`src/hdl/hps_pkg.sv`:
```
// Shared constants for the host port status flag bank and its controller
package hps_pkg;
  // Bus geometry
  localparam int ADDR_W = 8;
  localparam int DATA_W = 32;
  localparam int CREDIT_W = 5;
  localparam int FLAG_W = 13;

  // Device register map
  localparam logic [7:0] STATUS_ZERO_OFFSET = 8'h08;
  localparam logic [31:0] STATUS_ZERO_RESET = 32'h00000040;

  // Field positions inside the status register
  localparam int CTRL_PROTECT_ERR_BIT = 12;
  localparam int TX_CHECK_SEQ_ERR_BIT = 11;
  localparam int TX_STAMP_READY_C_BIT = 10;
  localparam int TX_STAMP_READY_B_BIT = 9;
  localparam int TX_STAMP_READY_A_BIT = 8;
  localparam int PORT1_PHY_IRQ_BIT = 7;
  localparam int RESET_DONE_FLAG_BIT = 6;
  localparam int HEADER_PARITY_ERR_BIT = 5;
  localparam int CS_EARLY_LOSS_ERR_BIT = 4;
  localparam int RX_OVERFLOW_ERR_BIT = 3;
  localparam int TX_UNDERRUN_ERR_BIT = 2;
  localparam int TX_OVERFLOW_ERR_BIT = 1;
  localparam int TX_PROTO_ERR_BIT = 0;

  // Bits that a write of one clears; bit 7 and the reserved bits are read-only
  localparam logic [12:0] W1C_MASK = 13'h1F7F;

  // Transmit FIFO sizing and credit granularity
  localparam int TX_FIFO_BYTES = 4096;
  localparam int CHUNK_BYTES = 64;
  localparam logic [4:0] CREDIT_MAX = 5'h1F;

  // Controller register map on its software port
  localparam logic [7:0] HOST_CTRL_OFFSET = 8'h00;
  localparam logic [7:0] HOST_COPY_OFFSET = 8'h04;
  localparam logic [7:0] HOST_CLEAR_OFFSET = 8'h08;
  localparam logic [7:0] HOST_LINK_OFFSET = 8'h0C;
  localparam int HOST_AUTO_CLR_BIT = 0;
  localparam int HOST_POLL_BIT = 1;
  localparam logic HOST_AUTO_CLR_RESET = 1'b1;
  // Extra cycles after a clear so the retimed pin shows it before a new poll
  localparam logic [1:0] HOST_SETTLE = 2'h2;
endpackage : hps_pkg

```
`src/hdl/hps_link_if.sv`:
```
// Register and interrupt link between the status bank and its host controller
`timescale 1ns/10ps
interface hps_link_if;
  logic [7:0] addr;
  logic [31:0] wdata;
  logic wr;
  logic rd;
  logic [31:0] rdata;
  logic int_n;
  logic footer_ext_status_bit;
  logic [4:0] footer_tx_credit;

  modport dev (
    input addr,
    input wdata,
    input wr,
    input rd,
    output rdata,
    output int_n,
    output footer_ext_status_bit,
    output footer_tx_credit
  );

  modport host (
    output addr,
    output wdata,
    output wr,
    output rd,
    input rdata,
    input int_n,
    input footer_ext_status_bit,
    input footer_tx_credit
  );
endinterface : hps_link_if

```
`src/hdl/hps_sync.sv`:
```
// Two-stage synchroniser for a level arriving from outside the clock domain
`timescale 1ns/10ps
module hps_sync #(
  parameter logic RESET_VAL = 1'b0
) (
  input wire logic clk,
  input wire logic resetn,
  input wire logic din,
  output logic dout
);
  typedef struct packed {
    logic meta;
    logic stable;
  } hps_sync_state_t;

  hps_sync_state_t state_reg;
  hps_sync_state_t state_next;

  // First stage feeds only the second stage
  always_comb begin
    state_next = state_reg;
    state_next.meta = din;
    state_next.stable = state_reg.meta;
  end

  always_ff @(posedge clk or negedge resetn) begin
    if (!resetn) begin
      state_reg <= '{meta: RESET_VAL, stable: RESET_VAL};
    end else begin
      state_reg <= state_next;
    end
  end

  assign dout = state_reg.stable;
endmodule : hps_sync

```
`src/hdl/hps_status_dev.sv`:
```
// Device end: status and error flag bank of the host port
//
// Summary of operation
// RL1: Status resets to 0x40, bit 7 reads set until first read, upper bits read zero
// RL2: Reset-done flag holds interrupt pin low
// RL3: Reset-done flag raises footer extended-status bit
// RL4: Sticky flags clear only by writing one
// RL5: Protection error sets bit 12 when implemented
// RL6: Early chip-select loss sets bit 4
// RL7: Protection error also sets loss-of-frame
// RL8: Bad host frame check sets bit 11
// RL9: Bits 10..8 flag stamp slots C,B,A
// RL10: Bit 7 mirrors port 1 PHY interrupt
// RL11: PHY flag up after reset, masked by default
// RL12: Header parity failure sets bit 5 in chunk mode
// RL13: Receive buffer overflow sets bit 3
// RL14: Underrun flag only with cut-through; stops packet
// RL15: Host outpaces line rate in cut-through
// RL16: Overflow sets bit 1, drops frame until SOF
// RL17: Host checks free space before writing
// RL18: Transmit FIFO holds at least 4 kB
// RL19: Chunk DV without SV or repeated SV errors
// RL20: Size write during unfinished frame errors outside chunk mode
// RL21: Zero writes keep flags; set beats clear
//
// Implementation choice: the strobed register port.
`timescale 1ns/10ps
module hps_status_dev #(
  parameter bit PROTECT_IMPL = 1'b1,
  parameter int TX_FIFO_BYTES = hps_pkg::TX_FIFO_BYTES
) (
  input wire logic clk,
  input wire logic resetn,
  hps_link_if.dev link,
  input wire logic reset_done_evt,
  input wire logic ctrl_protect_evt,
  input wire logic cs_early_loss_evt,
  input wire logic header_parity_evt,
  input wire logic tx_check_seq_evt,
  input wire logic [2:0] tx_stamp_evt,
  input wire logic port1_phy_irq_in,
  input wire logic phy_irq_unmask,
  input wire logic rx_overflow_evt,
  input wire logic cut_through_en,
  input wire logic tx_underrun_evt,
  output logic tx_abort,
  input wire logic tx_overflow_evt,
  input wire logic tx_wr,
  input wire logic tx_sof,
  output logic tx_wr_accept,
  output logic tx_discard,
  input wire logic chunk_mode,
  input wire logic chunk_dv,
  input wire logic chunk_sv,
  input wire logic chunk_ev,
  input wire logic tx_frame_size_reg_wr,
  input wire logic tx_frame_incomplete,
  input wire logic [15:0] tx_fifo_used
);
  // A FIFO below 4 kB could let an overflow cut a frame in flight
  // RL18: FIFO size floor
  localparam bit FIFO_SIZE_OK = (TX_FIFO_BYTES >= hps_pkg::TX_FIFO_BYTES);
  localparam logic [16:0] FIFO_BYTES_W = 17'(TX_FIFO_BYTES);

  typedef struct packed {
    logic [12:0] flags;
    logic in_frame;
    logic drop;
    logic phy_boot;
    logic abort;
    logic [31:0] rdata;
    logic [4:0] credit;
  } hps_dev_state_t;

  hps_dev_state_t state_reg;
  hps_dev_state_t state_next;
  logic phy_irq_sync;
  logic [12:0] set_vec;
  logic [12:0] clr_vec;
  logic hit_wr;
  logic hit_rd;
  logic proto_chunk_err;
  logic phy_bit;

  // Free space in whole chunks, saturated to the footer field
  function automatic logic [4:0] hps_credit(input logic [15:0] used);
    logic [16:0] free_bytes;
    logic [16:0] chunks;
    free_bytes = 17'h00000;
    chunks = 17'h00000;
    if ({1'b0, used} < FIFO_BYTES_W) begin
      free_bytes = FIFO_BYTES_W - {1'b0, used};
    end
    chunks = free_bytes / 17'(hps_pkg::CHUNK_BYTES);
    if (chunks > {12'h000, hps_pkg::CREDIT_MAX}) begin
      hps_credit = hps_pkg::CREDIT_MAX;
    end else begin
      hps_credit = chunks[4:0];
    end
  endfunction : hps_credit

  // The PHY interrupt comes from another block's timing, so it is retimed
  hps_sync #(
    .RESET_VAL(1'b0)
  ) u_phy_sync (
    .clk(clk),
    .resetn(resetn),
    .din(port1_phy_irq_in),
    .dout(phy_irq_sync)
  );

  // Register decode
  assign hit_wr = link.wr && (link.addr == hps_pkg::STATUS_ZERO_OFFSET);
  assign hit_rd = link.rd && (link.addr == hps_pkg::STATUS_ZERO_OFFSET);

  // Chunk framing: data without a start, or a start inside an open frame
  // RL19: chunk framing check
  assign proto_chunk_err = chunk_mode && chunk_dv &&
                           ((!state_reg.in_frame && !chunk_sv) ||
                            (state_reg.in_frame && chunk_sv));

  // Bit 7 follows the PHY line, plus a boot latch until first read
  // RL10: PHY mirror
  // RL11: asserted after reset
  assign phy_bit = phy_irq_sync || state_reg.phy_boot;

  // Hardware set events per flag
  always_comb begin
    set_vec = 13'h0000;
    // RL2: internal reset finished
    set_vec[hps_pkg::RESET_DONE_FLAG_BIT] = reset_done_evt;
    // RL5: protection error only if built
    set_vec[hps_pkg::CTRL_PROTECT_ERR_BIT] = PROTECT_IMPL && ctrl_protect_evt;
    // RL6: early chip-select loss
    // RL7: protection error drags loss-of-frame
    set_vec[hps_pkg::CS_EARLY_LOSS_ERR_BIT] = cs_early_loss_evt ||
                                              (PROTECT_IMPL && ctrl_protect_evt);
    // RL8: bad frame check on host frame
    set_vec[hps_pkg::TX_CHECK_SEQ_ERR_BIT] = tx_check_seq_evt;
    // RL9: stamp slots C, B, A
    set_vec[hps_pkg::TX_STAMP_READY_C_BIT] = tx_stamp_evt[2];
    set_vec[hps_pkg::TX_STAMP_READY_B_BIT] = tx_stamp_evt[1];
    set_vec[hps_pkg::TX_STAMP_READY_A_BIT] = tx_stamp_evt[0];
    // RL12: header parity failure
    set_vec[hps_pkg::HEADER_PARITY_ERR_BIT] = chunk_mode && header_parity_evt;
    // RL13: receive buffer overflow
    set_vec[hps_pkg::RX_OVERFLOW_ERR_BIT] = rx_overflow_evt;
    // RL14: underrun counts only in cut-through
    set_vec[hps_pkg::TX_UNDERRUN_ERR_BIT] = cut_through_en && tx_underrun_evt;
    // RL16: host FIFO overflow
    set_vec[hps_pkg::TX_OVERFLOW_ERR_BIT] = tx_overflow_evt;
    // RL19: chunk protocol error
    // RL20: size written over unfinished frame
    set_vec[hps_pkg::TX_PROTO_ERR_BIT] = proto_chunk_err ||
                                         (!chunk_mode && tx_frame_size_reg_wr &&
                                          tx_frame_incomplete);
  end

  // Write-one clears, restricted to the clearable bits
  // RL4: write one to clear
  assign clr_vec = hit_wr ? (link.wdata[12:0] & hps_pkg::W1C_MASK) : 13'h0000;

  // Next-state logic for flags, framing and read data
  always_comb begin
    state_next = state_reg;
    // RL21: set wins over clear, zero keeps
    state_next.flags = (state_reg.flags & ~clr_vec) | set_vec;
    state_next.flags[hps_pkg::PORT1_PHY_IRQ_BIT] = 1'b0;
    if (!PROTECT_IMPL) begin
      state_next.flags[hps_pkg::CTRL_PROTECT_ERR_BIT] = 1'b0;
    end
    // Frame tracking for the chunk protocol
    if (chunk_mode && chunk_dv) begin
      if (chunk_ev) begin
        state_next.in_frame = 1'b0;
      end else if (chunk_sv) begin
        state_next.in_frame = 1'b1;
      end
    end
    // Overflow discards the frame until the next start of frame
    // RL16: drop until SOF
    if (tx_overflow_evt) begin
      state_next.drop = 1'b1;
    end else if (tx_sof) begin
      state_next.drop = 1'b0;
    end
    // RL14: stop packet on underrun
    state_next.abort = cut_through_en && tx_underrun_evt;
    // Boot indication is dropped once software has seen it
    if (hit_rd) begin
      state_next.phy_boot = 1'b0;
    end
    // RL17: credit for the footer
    state_next.credit = FIFO_SIZE_OK ? hps_credit(tx_fifo_used) : 5'h00;
    // Read data is valid only in the cycle after the strobe
    // RL1: reserved bits read zero
    state_next.rdata = 32'h00000000;
    if (hit_rd) begin
      state_next.rdata[12:0] = state_reg.flags;
      state_next.rdata[hps_pkg::PORT1_PHY_IRQ_BIT] = phy_bit;
    end
  end

  // RL1: reset value with only reset-done set
  always_ff @(posedge clk or negedge resetn) begin
    if (!resetn) begin
      state_reg <= '{flags: hps_pkg::STATUS_ZERO_RESET[12:0],
                     in_frame: 1'b0,
                     drop: 1'b0,
                     phy_boot: 1'b1,
                     abort: 1'b0,
                     rdata: 32'h00000000,
                     credit: 5'h00};
    end else begin
      state_reg <= state_next;
    end
  end

  // Interrupt pin: reset-done is nonmaskable, PHY line is gated
  // RL2: nonmaskable reset-done assertion
  // RL11: PHY interrupt masked by default
  assign link.int_n = !(state_reg.flags[hps_pkg::RESET_DONE_FLAG_BIT] ||
                        (phy_bit && phy_irq_unmask));
  // RL3: extended status while reset-done set
  assign link.footer_ext_status_bit = state_reg.flags[hps_pkg::RESET_DONE_FLAG_BIT];
  assign link.footer_tx_credit = state_reg.credit;
  assign link.rdata = state_reg.rdata;

  // Writes during a discarded frame are swallowed
  // RL16: ignore writes until SOF
  assign tx_wr_accept = tx_wr && !state_reg.drop && !tx_overflow_evt;
  assign tx_discard = state_reg.drop;
  assign tx_abort = state_reg.abort;
endmodule : hps_status_dev

```
`src/flat_wrapper.sv`:
```
// flat-port wrapper written by rule: the top's interface ports become plain ports
module hps_status_dev_flat 
#(
  parameter bit PROTECT_IMPL = 1'b1,
  parameter int TX_FIFO_BYTES = hps_pkg::TX_FIFO_BYTES
)
  (clk, resetn, reset_done_evt, ctrl_protect_evt, cs_early_loss_evt, header_parity_evt, tx_check_seq_evt, tx_stamp_evt, port1_phy_irq_in, phy_irq_unmask, rx_overflow_evt, cut_through_en, tx_underrun_evt, tx_abort, tx_overflow_evt, tx_wr, tx_sof, tx_wr_accept, tx_discard, chunk_mode, chunk_dv, chunk_sv, chunk_ev, tx_frame_size_reg_wr, tx_frame_incomplete, tx_fifo_used, link_addr, link_wdata, link_wr, link_rd, link_rdata, link_int_n, link_footer_ext_status_bit, link_footer_tx_credit);
  hps_link_if link_i ();
  input wire logic clk;
  input wire logic resetn;
  input wire logic reset_done_evt;
  input wire logic ctrl_protect_evt;
  input wire logic cs_early_loss_evt;
  input wire logic header_parity_evt;
  input wire logic tx_check_seq_evt;
  input wire logic [2:0] tx_stamp_evt;
  input wire logic port1_phy_irq_in;
  input wire logic phy_irq_unmask;
  input wire logic rx_overflow_evt;
  input wire logic cut_through_en;
  input wire logic tx_underrun_evt;
  output logic tx_abort;
  input wire logic tx_overflow_evt;
  input wire logic tx_wr;
  input wire logic tx_sof;
  output logic tx_wr_accept;
  output logic tx_discard;
  input wire logic chunk_mode;
  input wire logic chunk_dv;
  input wire logic chunk_sv;
  input wire logic chunk_ev;
  input wire logic tx_frame_size_reg_wr;
  input wire logic tx_frame_incomplete;
  input wire logic [15:0] tx_fifo_used;
  input wire logic [$bits(link_i.addr)-1:0] link_addr;
  input wire logic [$bits(link_i.wdata)-1:0] link_wdata;
  input wire logic [$bits(link_i.wr)-1:0] link_wr;
  input wire logic [$bits(link_i.rd)-1:0] link_rd;
  output wire logic [$bits(link_i.rdata)-1:0] link_rdata;
  output wire logic [$bits(link_i.int_n)-1:0] link_int_n;
  output wire logic [$bits(link_i.footer_ext_status_bit)-1:0] link_footer_ext_status_bit;
  output wire logic [$bits(link_i.footer_tx_credit)-1:0] link_footer_tx_credit;
  assign link_i.addr = link_addr;
  assign link_i.wdata = link_wdata;
  assign link_i.wr = link_wr;
  assign link_i.rd = link_rd;
  assign link_rdata = link_i.rdata;
  assign link_int_n = link_i.int_n;
  assign link_footer_ext_status_bit = link_i.footer_ext_status_bit;
  assign link_footer_tx_credit = link_i.footer_tx_credit;
  hps_status_dev #(.PROTECT_IMPL(PROTECT_IMPL), .TX_FIFO_BYTES(TX_FIFO_BYTES)) u_core (.clk(clk), .resetn(resetn), .link(link_i), .reset_done_evt(reset_done_evt), .ctrl_protect_evt(ctrl_protect_evt), .cs_early_loss_evt(cs_early_loss_evt), .header_parity_evt(header_parity_evt), .tx_check_seq_evt(tx_check_seq_evt), .tx_stamp_evt(tx_stamp_evt), .port1_phy_irq_in(port1_phy_irq_in), .phy_irq_unmask(phy_irq_unmask), .rx_overflow_evt(rx_overflow_evt), .cut_through_en(cut_through_en), .tx_underrun_evt(tx_underrun_evt), .tx_abort(tx_abort), .tx_overflow_evt(tx_overflow_evt), .tx_wr(tx_wr), .tx_sof(tx_sof), .tx_wr_accept(tx_wr_accept), .tx_discard(tx_discard), .chunk_mode(chunk_mode), .chunk_dv(chunk_dv), .chunk_sv(chunk_sv), .chunk_ev(chunk_ev), .tx_frame_size_reg_wr(tx_frame_size_reg_wr), .tx_frame_incomplete(tx_frame_incomplete), .tx_fifo_used(tx_fifo_used));
endmodule
```
`config.mk`:
```
export PLATFORM = sky130hd
export DESIGN_NAME = hps_status_dev_flat
export DESIGN_NICKNAME = d
export VERILOG_FILES = /design/src/hdl/hps_pkg.sv /design/src/hdl/hps_link_if.sv /design/src/hdl/hps_sync.sv /design/src/hdl/hps_status_dev.sv /design/src/flat_wrapper.sv
export SDC_FILE = /design/constraint.sdc
export NUM_CORES = 1
export LEC_CHECK = 0
export BUFFER_PORTS_ARGS = -buffer_cell sky130_fd_sc_hd__clkbuf_2
export CAP_MARGIN = 20
export CORE_MARGIN = 10
export CORE_UTILIZATION = 37
export DETAILED_ROUTE_END_ITERATION = 10
export PLACE_DENSITY_LB_ADDON = 0.12
export SETUP_SLACK_MARGIN = 0.5
export SLEW_MARGIN = 20
export SYNTH_ARGS = -nofsm -noshare
export SYNTH_HDL_FRONTEND = slang
export SYNTH_SLANG_ARGS = --single-unit
export TNS_END_PERCENT = 50
```
`constraint.sdc`:
```
create_clock -name clk -period 1.05 [get_ports clk]
set_input_delay 0.21 -clock clk [delete_from_list [all_inputs] [get_ports clk]]
set_output_delay 0.21 -clock clk [all_outputs]
set_load 0.005 [all_outputs]
```
==> summary.txt <==
Run status
  • Status: finished, violations left
  • Failing checks: hold timing, setup timing

Timing
  • Fin Setup TNS: -0.608 ns
  • Final Critical Period: 1.27 ns
  • Worst Slack Setup Final: -0.219 ns
  • WHS: -0.178 ns
  • Clock skew: 0.00524 ns
  • FMAX: 788 MHz
  • Final Cycle Share: 121%
  • RSZ-0062 raised after global routing: yes
  • Max-slew violations: 0
  • Final setup fails: 5
  • Final Hold Vio Count: 7

Die
  • Core area: 0.00444 sq mm
  • Die area: 0.00780 sq mm
  • Io pins: 124
  • Die width: 88.3 um
  • # rows: 24
  • Starting Density: 38.8%
  • Die height: 88.3 um

GRT
  • Initial antenna violation count: 0
  • GR peak layer: met2
  • Met1 global-route usage: 14.2%
  • Largest net degree at the start of global routing: 17
  • Vias in the first global route: 1,633
  • GRT Overall Usage: 12.5%
  • First-pass GRT wire length: 7620 um
  • Grt met2 use: 20.4%
  • GRT overflow: 0
  • Met3 usage: 5.24%

Job
  • Max-cap viol count: 0

Worst setup path
  • Worst-path fanout max: 2
  • Worst reg2reg setup slack: -0.03 ns
  • Startpoint Class: flop
  • Critical path, cell by cell: o21a_1 > nor2_1 > clkbuf_2
  • R2R depth: 7
  • Worst R2R End: u_core.tx_discard
  • Largest stage delay, worst path: 0.54 ns
  • Kind of critical path: flop to output pin
  • Slowest CP cell: dfstp_2
  • Critical R2R Launch: u_core.tx_discard
  • CP Capture Type: output pin
  • CP arrival: 1.06 ns
  • Crit path required time: 0.84 ns

Drt
  • Total iterations of the first detailed-routing run: 4
  • Drc violations: 0
  • Drt wl/cell: 15.6 um
  • Via density: 4.64
  • DR vias: 1,509
  • WL final: 5060 um
  • Initial DRC Count: 24
  • Final ANT Viol Nets: 0

Clock network
  • Worst-Skew Late Latency: 0.28 ns
  • H-tree levels: 2
  • Clk pin slew, worst setup/hold paths: 0.07 ns
  • CTS root buf: clkbuf_8
  • # clock sinks: 36
  • CTS tree: built
  • CTS buffer count: 5
  • Clock Path Buffers: 2

Finish
  • N_diodes: 0
  • Ratio of cells with drive above 1 in the final layout: 59.3%
  • Layout Cells excl Fill: 325
  • Nets: 354
  • Layout area overhead: 56.9%

Synth
  • Syn_area_per_cell: 10.5 sq um
  • Main synth FF type: dfrtp_1
  • Ys async rst share: 100%
  • Count of state elements after synthesis: 36
  • Unique cell type count in the Yosys netlist: 34
  • Gate Count Post-Synth: 165
  • Number of synthesized flops with an enable pin: 0
  • Total number of yosys warnings: 0
  • Synthesized cell area: 0.00173 sq mm
  • Sequential share of the synthesized area: 52.4%

Pwr
  • Maximum vdd ir drop: 0.439 mV
  • Power Dens Cells: 1020 mW/mm^2
  • Lkg Pwr: 0.00138 uW

Placement
  • Port buffer count: 84
  • DP Cell Count: 304
  • DP Worst Slack: -0.382 ns
  • Post-DP HPWL: 3690 um
  • Final GP Congestion: 0.736

Min path
  • Hold Crit Class: primary input to async pin
metal layers:
| metal | wire length, um | up-vias |
|---|---|---|
| li1 | - | 728 |
| met2 | 2470 | 71 |
| met1 | 2050 | 704 |
| met5 | 0 | - |
| met3 | 468 | 6 |
| met4 | 75 | 0 |
area by class of cell:
type,instances,area [sq um]
Fill cell,376,1740
Multi-Input combinational cell,99,808
Clock inverter,1,5.00
Clock buffer,7,76.3
Inverter,10,37.5
Sequential cell,36,903
Tap cell,52,65.1
Timing Repair Buffer,120,811
stage by stage:
step / total power [uW] / util, % / cell area (sq um) / hold slack [ns]
global route: 2910 / 60.9 / 2710 / -0.169
CTS: 2740 / 56.4 / 2500 / -0.181
detailed placement: 1780 / 50.4 / 2240 / 0.126
floorplan: 1580 / - / 1850 / -0.0856
finish: 2770 / 60.9 / 2710 / -0.178
global placement: 1780 / 50.4 / 2240 / 0.133
power by group:
| group | switching, uW | internal [uW] |
|---|---|---|
| combinational | 204 | 231 |
| sequential | 11.4 | 1410 |
| clock | 448 | 465 |
critical path: cells and delay by family (launching register included):
kind / cells / cell delay [ns]
buffers and inverters: 1 / 0.10
and+or+nand+nor: 1 / 0.03
DFF: 1 / 0.54
AOI/OAI and AO/OA: 1 / 0.10
cell usage after synthesis, types with 2 or more instances:
master | n | area (sq um)
a21o_1 | 2 | 15.0
a31oi_1 | 12 | 75.1
and2_1 | 13 | 81.3
and3_1 | 3 | 18.8
buf_2 | 2 | 10.0
buf_4 | 37 | 278
dfrtp_1 | 34 | 851
dfstp_2 | 2 | 52.6
inv_1 | 10 | 37.5
nand2_1 | 4 | 15.0
nand4_1 | 3 | 18.8
nor2_1 | 12 | 45.0
nor2b_1 | 2 | 12.5
nor3_1 | 4 | 20.0
nor4_1 | 5 | 31.3
o21a_1 | 2 | 15.0
repair_timing:
action	CTS	global route
cloned	2	0
buffers inserted	9	2
endpoints found under the setup margin	56	56
gates resized for setup	20	46
pin swaps	31	29
endpoints found under the hold margin	7	7
logic make-up after synthesis:
family	count (synthesis)	synth area share [%]
AOI/OAI and AO/OA	26	10.7
xor gates and xnor gates	1	0.508
buffers and inverters	49	18.9
DFF	36	52.4
other	1	0.217
and+or+nand+nor	52	17.3
cells in the final DEF (no fill, tap or decap), drive strengths merged, types with 3 or more instances in the layout:
master | Yosys | final
nor3 | 4 | 4
a31oi | 12 | 12
nor2 | 12 | 12
conb | 1 | 19
and2 | 13 | 13
buf | 39 | 55
nand2 | 4 | 4
nand4 | 3 | 3
dfrtp | 34 | 34
nor4 | 5 | 5
inv | 10 | 10
and3 | 3 | 4
clkbuf | 0 | 72
how the worst max path moves through the flow:
stage / cells past startpoint / to / from / slack, ns
after global routing: 3 / link_int_n / u_core.state_reg[38] / -0.26
after detailed placement: 4 / u_core.link.footer_tx_credit[0] / tx_fifo_used[0] / -0.38
after global placement: 4 / u_core.link.footer_tx_credit[0] / tx_fifo_used[0] / -0.35
after CTS: 3 / link_int_n / u_core.state_reg[38] / -0.23
final: 3 / link_int_n / u_core.state_reg[38] / -0.22
after floorplan: 3 / u_core.link.footer_tx_credit[0] / tx_fifo_used[0] / -0.22
Power figures use the tool's default switching activity.
